### config.mk
export PLATFORM = sky130hd
export DESIGN_NAME = bwsr_regs
export DESIGN_NICKNAME = d
export VERILOG_FILES = /design/src/include/bwsr_pkg.sv /design/src/logic/bwsr_flag.sv /design/src/logic/bwsr_regs.sv /design/src/logic/bwsr_window.sv
export SDC_FILE = /design/constraint.sdc
export NUM_CORES = 1
export LEC_CHECK = 0
export ABC_AREA = 1
export BUFFER_PORTS_ARGS = -buffer_cell sky130_fd_sc_hd__buf_2
export CORE_UTILIZATION = 42
export CTS_BUF_LIST = sky130_fd_sc_hd__clkbuf_16
export DETAILED_ROUTE_END_ITERATION = 8
export GPL_ROUTABILITY_DRIVEN = 0
export MAX_ROUTING_LAYER = met4
export PLACE_DENSITY = 0.7
export SYNTH_ARGS = -nofsm -noshare
export SYNTH_HDL_FRONTEND = slang
export SYNTH_SLANG_ARGS = --single-unit
### constraint.sdc
create_clock -name clk -period 2.6 [get_ports clk]
set_clock_uncertainty 0.2 [all_clocks]
set_input_delay 0.26 -clock clk [delete_from_list [all_inputs] [get_ports clk]]
set_output_delay 0.26 -clock clk [all_outputs]
set_load 0.005 [all_outputs]
### src/include/bwsr_pkg.sv
// constants and carrier types of the bridge window and secondary status bank
// assumes a byte-addressed configuration port with 16-bit data
//
// Function
// - io limit bit 0 is read-only and mirrors the io base capability bit
// - io limit bits 7:4 read-write, reset zero, top io address bits 15:12
// - io base and limit decide which io transactions are forwarded
// - memory base bits 15:4 read-write, reset 0xFFF, address bits 31:20
// - abort flags and timing field of secondary status read as zero
// - master parity flag sets on poisoned completion or write, only if enabled
// - system error flag sets on fatal or nonfatal message, only if enabled
// - parity error flag sets on any poisoned packet, enable ignored; here only poison_tlp sets it, not poison_cpl or poison_wr
// - the three error flags reset to zero, cleared by writing one
// - io base bits 7:4 hold lowest io address bits 15:12, reset 0xF
// - memory limit bits 15:4 hold highest memory address bits 31:20
package bwsr_pkg;

	// ----------------------------------------------------------------
	// register offsets
	// ----------------------------------------------------------------
	localparam logic [7:0] OFF_IO_BASE   = 8'h1C;
	localparam logic [7:0] OFF_IO_LIMIT  = 8'h1D;
	localparam logic [7:0] OFF_SEC_STS   = 8'h1E;
	localparam logic [7:0] OFF_MEM_BASE  = 8'h20;
	localparam logic [7:0] OFF_MEM_LIMIT = 8'h22;
	localparam logic [7:0] OFF_IRQ_STS   = 8'h30;
	localparam logic [7:0] OFF_IRQ_MASK  = 8'h31;

	// ----------------------------------------------------------------
	// field positions
	// ----------------------------------------------------------------
	localparam int CAP_BIT   = 0;
	localparam int FIELD_LO  = 4;
	localparam int MPF_BIT   = 8;
	localparam int RSE_BIT   = 14;
	localparam int DPE_BIT   = 15;
	localparam int IRQ_N     = 3;
	localparam int IRQ_MPF   = 0;
	localparam int IRQ_RSE   = 1;
	localparam int IRQ_DPE   = 2;

	// ----------------------------------------------------------------
	// reset values
	// ----------------------------------------------------------------
	localparam logic        IO_CAP_RST    = 1'h1;
	localparam logic [3:0]  IO_BASE_RST   = 4'hF;
	localparam logic [3:0]  IO_LIMIT_RST  = 4'h0;
	localparam logic [11:0] MEM_BASE_RST  = 12'hFFF;
	localparam logic [11:0] MEM_LIMIT_RST = 12'h000;
	localparam logic [2:0]  IRQ_MASK_RST  = 3'h0;

	// ----------------------------------------------------------------
	// carriers
	// ----------------------------------------------------------------
	typedef struct packed {
		logic        rd;
		logic        wr;
		logic [7:0]  addr;
		logic [15:0] wdata;
	} bwsr_bus_s;

	typedef struct packed {
		logic poison_cpl;
		logic poison_wr;
		logic err_msg;
		logic poison_tlp;
	} bwsr_ev_s;

	typedef struct packed {
		logic        io_req;
		logic [15:0] io_addr;
		logic        mem_req;
		logic [31:0] mem_addr;
	} bwsr_req_s;

endpackage : bwsr_pkg

### src/logic/bwsr_flag.sv
// one sticky event flag, set by hardware, cleared by a one-cycle clear
// assumes set and clear are synchronous to clk
`timescale 1ns/1ps
`default_nettype none
module bwsr_flag (
	input  wire logic clk,
	input  wire logic nrst,
	input  wire logic set,
	input  wire logic clr,
	output logic      q
);
	typedef struct packed {
		logic q;
	} bwsr_flag_s;

	bwsr_flag_s st;
	bwsr_flag_s next_st;

	// set wins so an event in the clearing cycle is kept
	always_comb begin
		next_st = st;
		next_st.q = set | (st.q & ~clr);
	end

	always_ff @(posedge clk) begin
		if (!nrst) begin
			st <= '0;
		end else begin
			st <= next_st;
		end
	end

	assign q = st.q;
endmodule : bwsr_flag
`default_nettype wire

### src/logic/bwsr_regs.sv
// bridge io and memory window registers with secondary status flags
// assumes a configuration port with one-cycle strobes, read data next cycle,
// and event pulses plus enables from the rest of the port
//
// The implementer's own choice: the address-and-strobe port.
`timescale 1ns/1ps
`default_nettype none
module bwsr_regs (
	input  wire logic               clk,
	input  wire logic               nrst,
	input  wire bwsr_pkg::bwsr_bus_s bus,
	output logic [15:0]             rdata,
	input  wire bwsr_pkg::bwsr_ev_s  ev,
	input  wire logic               parity_response_enable,
	input  wire logic               system_error_enable,
	input  wire logic               cap_unlock,
	input  wire bwsr_pkg::bwsr_req_s req,
	output logic                    io_fwd,
	output logic                    mem_fwd,
	output logic                    irq
);
	// ----------------------------------------------------------------
	// state
	// ----------------------------------------------------------------
	typedef struct packed {
		logic        io_width_capability;
		logic [3:0]  io_window_base_field;
		logic [3:0]  io_window_limit_field;
		logic [11:0] memory_window_base_field;
		logic [11:0] memory_window_limit_field;
		logic [2:0]  irq_mask;
		logic [15:0] rdata;
	} bwsr_regs_s;

	localparam bwsr_regs_s RST = '{
		io_width_capability       : bwsr_pkg::IO_CAP_RST,
		io_window_base_field      : bwsr_pkg::IO_BASE_RST,
		io_window_limit_field     : bwsr_pkg::IO_LIMIT_RST,
		memory_window_base_field  : bwsr_pkg::MEM_BASE_RST,
		memory_window_limit_field : bwsr_pkg::MEM_LIMIT_RST,
		irq_mask                  : bwsr_pkg::IRQ_MASK_RST,
		rdata                     : 16'h0000
	};

	bwsr_regs_s st;
	bwsr_regs_s next_st;

	logic                         wr_io_base;
	logic                         wr_io_limit;
	logic                         wr_sec;
	logic                         wr_mem_base;
	logic                         wr_mem_limit;
	logic                         wr_mask;
	logic                         rd_irq;
	logic                         set_mpf;
	logic                         set_rse;
	logic                         set_dpe;
	logic                         master_parity_flag;
	logic                         got_system_error_flag;
	logic                         seen_parity_error_flag;
	logic [bwsr_pkg::IRQ_N-1:0]   irq_set;
	logic [bwsr_pkg::IRQ_N-1:0]   irq_sts;
	logic [15:0]                  secondary_side_status;

	// ----------------------------------------------------------------
	// decode
	// ----------------------------------------------------------------
	assign wr_io_base   = bus.wr && bus.addr == bwsr_pkg::OFF_IO_BASE;
	assign wr_io_limit  = bus.wr && bus.addr == bwsr_pkg::OFF_IO_LIMIT;
	assign wr_sec       = bus.wr && bus.addr == bwsr_pkg::OFF_SEC_STS;
	assign wr_mem_base  = bus.wr && bus.addr == bwsr_pkg::OFF_MEM_BASE;
	assign wr_mem_limit = bus.wr && bus.addr == bwsr_pkg::OFF_MEM_LIMIT;
	assign wr_mask      = bus.wr && bus.addr == bwsr_pkg::OFF_IRQ_MASK;
	assign rd_irq       = bus.rd && bus.addr == bwsr_pkg::OFF_IRQ_STS;

	// ----------------------------------------------------------------
	// secondary status flags
	// ----------------------------------------------------------------
	assign set_mpf = parity_response_enable
		&& (ev.poison_cpl || ev.poison_wr);
	assign set_rse = system_error_enable && ev.err_msg;
	assign set_dpe = ev.poison_tlp;

	bwsr_flag u_mpf (
		.clk  (clk),
		.nrst (nrst),
		.set  (set_mpf),
		.clr  (wr_sec && bus.wdata[bwsr_pkg::MPF_BIT]),
		.q    (master_parity_flag)
	);

	bwsr_flag u_rse (
		.clk  (clk),
		.nrst (nrst),
		.set  (set_rse),
		.clr  (wr_sec && bus.wdata[bwsr_pkg::RSE_BIT]),
		.q    (got_system_error_flag)
	);

	bwsr_flag u_dpe (
		.clk  (clk),
		.nrst (nrst),
		.set  (set_dpe),
		.clr  (wr_sec && bus.wdata[bwsr_pkg::DPE_BIT]),
		.q    (seen_parity_error_flag)
	);

	// aborts and timing select never set in this bridge
	always_comb begin
		secondary_side_status = 16'h0000;
		secondary_side_status[bwsr_pkg::MPF_BIT] = master_parity_flag;
		secondary_side_status[bwsr_pkg::RSE_BIT] = got_system_error_flag;
		secondary_side_status[bwsr_pkg::DPE_BIT] = seen_parity_error_flag;
	end

	// ----------------------------------------------------------------
	// interrupt status, cleared by reading it
	// ----------------------------------------------------------------
	assign irq_set[bwsr_pkg::IRQ_MPF] = set_mpf;
	assign irq_set[bwsr_pkg::IRQ_RSE] = set_rse;
	assign irq_set[bwsr_pkg::IRQ_DPE] = set_dpe;

	for (genvar i = 0; i < bwsr_pkg::IRQ_N; i++) begin : g_irq
		bwsr_flag u_irq (
			.clk  (clk),
			.nrst (nrst),
			.set  (irq_set[i]),
			.clr  (rd_irq),
			.q    (irq_sts[i])
		);
	end

	assign irq = |(irq_sts & st.irq_mask);

	// ----------------------------------------------------------------
	// register writes and read data
	// ----------------------------------------------------------------
	always_comb begin
		next_st = st;
		// capability is write-locked unless the port opens it
		if (wr_io_base && cap_unlock) begin
			next_st.io_width_capability = bus.wdata[bwsr_pkg::CAP_BIT];
		end
		if (wr_io_base) begin
			next_st.io_window_base_field =
				bus.wdata[bwsr_pkg::FIELD_LO +: 4];
		end
		if (wr_io_limit) begin
			next_st.io_window_limit_field =
				bus.wdata[bwsr_pkg::FIELD_LO +: 4];
		end
		if (wr_mem_base) begin
			next_st.memory_window_base_field =
				bus.wdata[bwsr_pkg::FIELD_LO +: 12];
		end
		if (wr_mem_limit) begin
			next_st.memory_window_limit_field =
				bus.wdata[bwsr_pkg::FIELD_LO +: 12];
		end
		if (wr_mask) begin
			next_st.irq_mask = bus.wdata[bwsr_pkg::IRQ_N-1:0];
		end
		next_st.rdata = 16'h0000;
		if (bus.rd) begin
			case (bus.addr)
				bwsr_pkg::OFF_IO_BASE: begin
					next_st.rdata = {8'h00, st.io_window_base_field,
						3'h0, st.io_width_capability};
				end
				bwsr_pkg::OFF_IO_LIMIT: begin
					next_st.rdata = {8'h00, st.io_window_limit_field,
						3'h0, st.io_width_capability};
				end
				bwsr_pkg::OFF_SEC_STS: begin
					next_st.rdata = secondary_side_status;
				end
				bwsr_pkg::OFF_MEM_BASE: begin
					next_st.rdata = {st.memory_window_base_field, 4'h0};
				end
				bwsr_pkg::OFF_MEM_LIMIT: begin
					next_st.rdata = {st.memory_window_limit_field, 4'h0};
				end
				bwsr_pkg::OFF_IRQ_STS: begin
					next_st.rdata = {13'h0, irq_sts};
				end
				bwsr_pkg::OFF_IRQ_MASK: begin
					next_st.rdata = {13'h0, st.irq_mask};
				end
				default: begin
					next_st.rdata = 16'h0000;
				end
			endcase
		end
	end

	always_ff @(posedge clk) begin
		if (!nrst) begin
			st <= RST;
		end else begin
			st <= next_st;
		end
	end

	assign rdata = st.rdata;

	// ----------------------------------------------------------------
	// forwarding windows
	// ----------------------------------------------------------------
	bwsr_window #(.W(4)) u_io_win (
		.clk   (clk),
		.nrst  (nrst),
		.req   (req.io_req),
		.addr  (req.io_addr[15:12]),
		.base  (st.io_window_base_field),
		.limit (st.io_window_limit_field),
		.hit   (io_fwd)
	);

	bwsr_window #(.W(12)) u_mem_win (
		.clk   (clk),
		.nrst  (nrst),
		.req   (req.mem_req),
		.addr  (req.mem_addr[31:20]),
		.base  (st.memory_window_base_field),
		.limit (st.memory_window_limit_field),
		.hit   (mem_fwd)
	);
endmodule : bwsr_regs
`default_nettype wire

### src/logic/bwsr_window.sv
// registered window hit for one address window
// assumes address, base and limit are the compared upper address bits
`timescale 1ns/1ps
`default_nettype none
module bwsr_window #(
	parameter int W = 4
) (
	input  wire logic         clk,
	input  wire logic         nrst,
	input  wire logic         req,
	input  wire logic [W-1:0] addr,
	input  wire logic [W-1:0] base,
	input  wire logic [W-1:0] limit,
	output logic              hit
);
	typedef struct packed {
		logic hit;
	} bwsr_win_s;

	bwsr_win_s st;
	bwsr_win_s next_st;

	// low address bits are implied zero at base, all ones at limit
	always_comb begin
		next_st = st;
		next_st.hit = req && (base <= limit)
			&& (addr >= base) && (addr <= limit);
	end

	always_ff @(posedge clk) begin
		if (!nrst) begin
			st <= '0;
		end else begin
			st <= next_st;
		end
	end

	assign hit = st.hit;
endmodule : bwsr_window
`default_nettype wire
# == After elaboration in Yosys (flattened, before gate mapping) ==
# Cells that the tools add are included.
# totals
reg_bits,60
in_bits,85
output_inout_bits,19
elab_cells,68
# op_classes
n_lt_le_gt_ge,6
eq_ne,7
muxes,1
bitwise,17
reduce_logical,22
# op_table
operator,n
$pmux 16 s7,1
$eq 8x6->1 const B,4
$eq 8x5->1 const B,3
$le 12x12->1,2
$logic_and 1x1->1,19
$ge 12x12->1,1
$le 4x4->1,2
$and 1x1->1,6
$or 1x1->1,6
$ge 4x4->1,1
$not 1->1,4
$and 3x3->3,1
$reduce_or 3->1,1
$reduce_and 2->1,1
$logic_or 1x1->1,1

# == Depth between registers and ports, before layout ==
# logic_depth
word_depth,6
ltp_mapped,12
mapped_depth_nobuf,12

# == Modules after synthesis ==
# From an unflattened synthesis, not the netlist that was laid out.
# hier_totals
cells_unflattened,578
area_unflattened_um2,3932.5
# modules_own_cells
module,n_inst,cells_per_inst,area_per_inst_um2,seq_area_each_um2
bwsr_regs,1,330,2346.0,1021.0
bwsr_window at u_mem_win,1,156,977.2,20.0
bwsr_window at u_io_win,1,56,346.6,20.0
bwsr_flag,6,6,43.8,20.0

# == Least setup slack after synthesis ==
# Ideal clock, no wire load.
# synth_path
kind,register to register
start,register st[30] in the netlist's numbering
end,"register u_mem_win.st, in the netlist u_mem_win.hit"
setup_time_ns,0.113
t_arrival_ns,1.183
t_required_ns,2.287
path_slack_ns,1.104
stages_incl_launch_ff,11
n_path_buf,0
period_less_slack_ns,1.496
cell_sequence,dfxtp_1 > inv_1 > ha_1 > nand2_1 > nor2_1 > and2_1 > nand2_1 > nand3_1 > nand2_1 > nand3_1 > nor2_1
# synth_between
elab_chain_len,4
word_cells_on_any_way,5
classes_between,2 x order compare; 3 x reduce/logical
# synth_rtl
item,line_no,rtl
from (decl),bwsr_regs.sv:45,bwsr_regs_s st;
from (signal assigned),bwsr_regs.sv:200,st <= next_st;
$le 12x12->1,bwsr_window.sv:26,next_st.hit = req && (base <= limit)
$logic_and 1x1->1,bwsr_window.sv:26,
$logic_and 1x1->1,bwsr_window.sv:27,&& (addr >= base) && (addr <= limit);
$logic_and 1x1->1 (*),bwsr_window.sv:27,
to (signal assigned),bwsr_window.sv:34,st <= next_st;
to (decl),bwsr_window.sv:20,bwsr_win_s st;
# Every way passes the cells marked *; elsewhere a longest branch is shown, timed or not.
# A chain may end at the register's enable or synchronous reset.

# == Worst setup path in the final report ==
# layout_path
start,input bus[19] in the netlist's numbering
end,register st[51] in the netlist's numbering
# layout_between
elab_chain_len,3
# layout_rtl
item,line_no,rtl
from (decl),bwsr_regs.sv:11,"input wire bwsr_pkg::bwsr_bus_s bus,"
$eq 8x5->1,bwsr_regs.sv:68,assign wr_io_base = bus.wr && bus.addr == bwsr_pkg::OFF_IO_BASE;
$logic_and 1x1->1,bwsr_regs.sv:68,
$logic_and 1x1->1,bwsr_regs.sv:141,if (wr_io_base && cap_unlock) begin
# Every way passes these cells.

==> reports/qor.txt <==
Overall Global Routing Usage: 21.2%
first-pass GRT wire length: 14500 um
Worst Path Buf+Inv: 2
Layout fillers: 863
setup bufs post-CTS: 0
status: completed
post-synthesis sequential area ratio: 31.7%
critical path class: input port to flip-flop
TritonRoute pass-1 iters: 6
CTS buffer count: 9
Mapped Area: 3730 um2
num rows: 34
TritonCTS sink count: 59
Area growth syn-to-layout: 17.4%
CP Launch Type: input port
most frequent cells in the layout: nand2_1, inv_1, buf_2
Fin. Hold Viols: 0
distinct cell type count of the synthesized netlist: 29
Static Leak: 2.16 nW
Hold Crit Class: input port to flip-flop
clock transition at the registers of the reported paths: 0.05 ns
largest net degree at the start of global routing: 31
PwrDens: 480 nW/um2
initial DRC count: 166
Syn Inst Count: 513
Worst Path Max Fanout: 10
Final setup viols: 0
via count: 3483
Final Net Count: 711
M3 GR Usage: 5.45%
port buffer count: 69
Max Fclk: 563 MHz
most frequent standard cell in the layout excluding fill and tap cells: nand2_1
core area: 8680 um2
period utilisation layout: 68.3%
YS warnings: 0
max_slew headroom: 63.9%
DIE HEIGHT: 96.2 um
Syn Nets: 646
DR DRC count: 0
Worst setup EP type: flip-flop
initial core utilization: 43.0%
worst-margin pin slew: 0.540 ns
Peak VDD IR: 0.000351 V
worst-skew pair later-pin latency: 0.33 ns
Clock Path Buffers: 2
Arr. time, crit path: 1.85 ns
CP required: 2.67 ns
Routed WL: 9020 um
CTS tree: built
setup TNS: 0 ns
vias per cell: 5.06
GR Util met1: 23.6%
Root Buffer: clkbuf_16
htree depth: 3
Max Slew Vio Count: 0
Post-DRT Antenna Nets: 0
Slowest-stage cell, CP: dlygate4sd3_1
antenna violations before repair: 0
GR peak layer: met2
number of synthesized register bits: 59
Final Critical Period: 1.78 ns
Die X: 96.2 um
vias in the first global route: 3270
layout cell share with drive strength beyond 1: 16.4%
die area: 9260 um2
drt wl/cell: 13.1 um
RSZ-0062 raised after global routing: no
grt met2 use: 36.8%
Crit path max-delay family: simple AND/OR/NAND/NOR gates
worst path cell trace: buf_2 > nand2_1 > nor3_1 > nand2_1 > nor2_4 > nand3_1 > dlygate4sd3_1 > nand3_1
dpl hpwl: 7080 um
critical path's largest stage delay: 0.57 ns
hold buffers post-CTS: 10
Hold Slack: 0.00362 ns
total gr overflow: 0
average size of a mapped cell: 7.27 um2
ant diodes: 0
Maximum Capacitance Violations: 0
cts repair resizes: 0
IO Count: 104
[report_power, final]
group	switching, mW	internal [mW]
clock network	0.386	0.619
logic	0.105	0.0761
registers	0.00466	0.914
total	0.495	1.61
[synthesized netlist by cell type]
cell	count	area share, %
buf_6	2	0.60
nor3_1	19	2.5
a21o_1	2	0.40
ha_1	48	16
buf_4	20	4.0
dfxtp_1	59	32
a21oi_1	31	4.2
inv_1	80	8.1
nand3_4	1	0.47
nor2_4	5	1.5
and2_1	2	0.34
clkinv_1	2	0.20
nand3_1	20	2.7
nor2_1	48	4.8
nand2_2	4	0.67
inv_2	1	0.10
nor3_2	1	0.27
o21ai_0	31	4.2
o221ai_1	1	0.23
o211ai_1	18	3.6
nor2_2	1	0.17
nand2_1	90	9.1
o21ai_1	2	0.27
nand4_1	9	1.5
clkbuf_1	3	0.30
o22ai_1	9	1.5
nor4_1	1	0.17
buf_2	2	0.27
conb_1	1	0.10
[metrics by stage]
step	area, um2	instances	worst slack, ns	util (%)	power [mW]
6_report	4380	689	0.825	50.5	2.10
5_1_grt	4380	689	0.705	50.5	2.18
4_1_cts	4380	689	0.831	50.5	2.13
3_5_place_dp	4030	665	0.636	46.5	1.11
3_3_place_gp	4030	665	0.676	46.5	1.10
2_1_floorplan	3730	513	1.10	-	1.03
[cell type report]
type	count	area, um2	area share, %
multi-input combinational	344	2040	46.6
sequential	59	1180	27.0
timing repair buffer	81	460	10.5
inverter	83	312	7.11
clock buffer	9	225	5.14
tap	108	135	3.08
clock inverter	5	23.8	0.543
[worst paths after layout]
kind,cells past startpoint,to,slack [ns],start
max,8,st[51]$_SDFFE_PN1P_,0.82,bus[19]
min,3,st[42]$_SDFFE_PN1P_,0.004,bus[15]
min reg2reg,2,st[18]$_SDFFE_PN0P_,0.27,st[18]$_SDFFE_PN0P_
max reg2reg,10,u_mem_win.hit$_SDFF_PN0_,0.89,st[30]$_SDFFE_PN0P_
[worst min-delay path: stages]
cell and delay, ns:
buf_2 0.11, nand2_1 0.05, o211ai_1 0.07
[logic make-up after synthesis]
logic type | synth area share (%)
AO/OA/AOI/OAI | 14.4
adder cells (fa/ha/maj) | 16.1
buffers and inverters | 13.6
flip-flops | 31.7
other | 0.101
AND/OR/NAND/NOR | 24.2
[metal layers]
metal  share of wire (%)  wire length (um)
met4                0.70                63
met3                 6.2               558
met1                  44              4010
met5                   0                 0
met2                  49              4390
[state kept, by name, indices dropped and copies added, names as in the netlist]
signal,cells
st,36
u_io_win.hit,1
u_rse.q,1
g_irq.u_irq.q,3
u_mem_win.hit,1
rdata,15
u_dpe.q,1
u_mpf.q,1
Power figures use the tool's default switching activity.
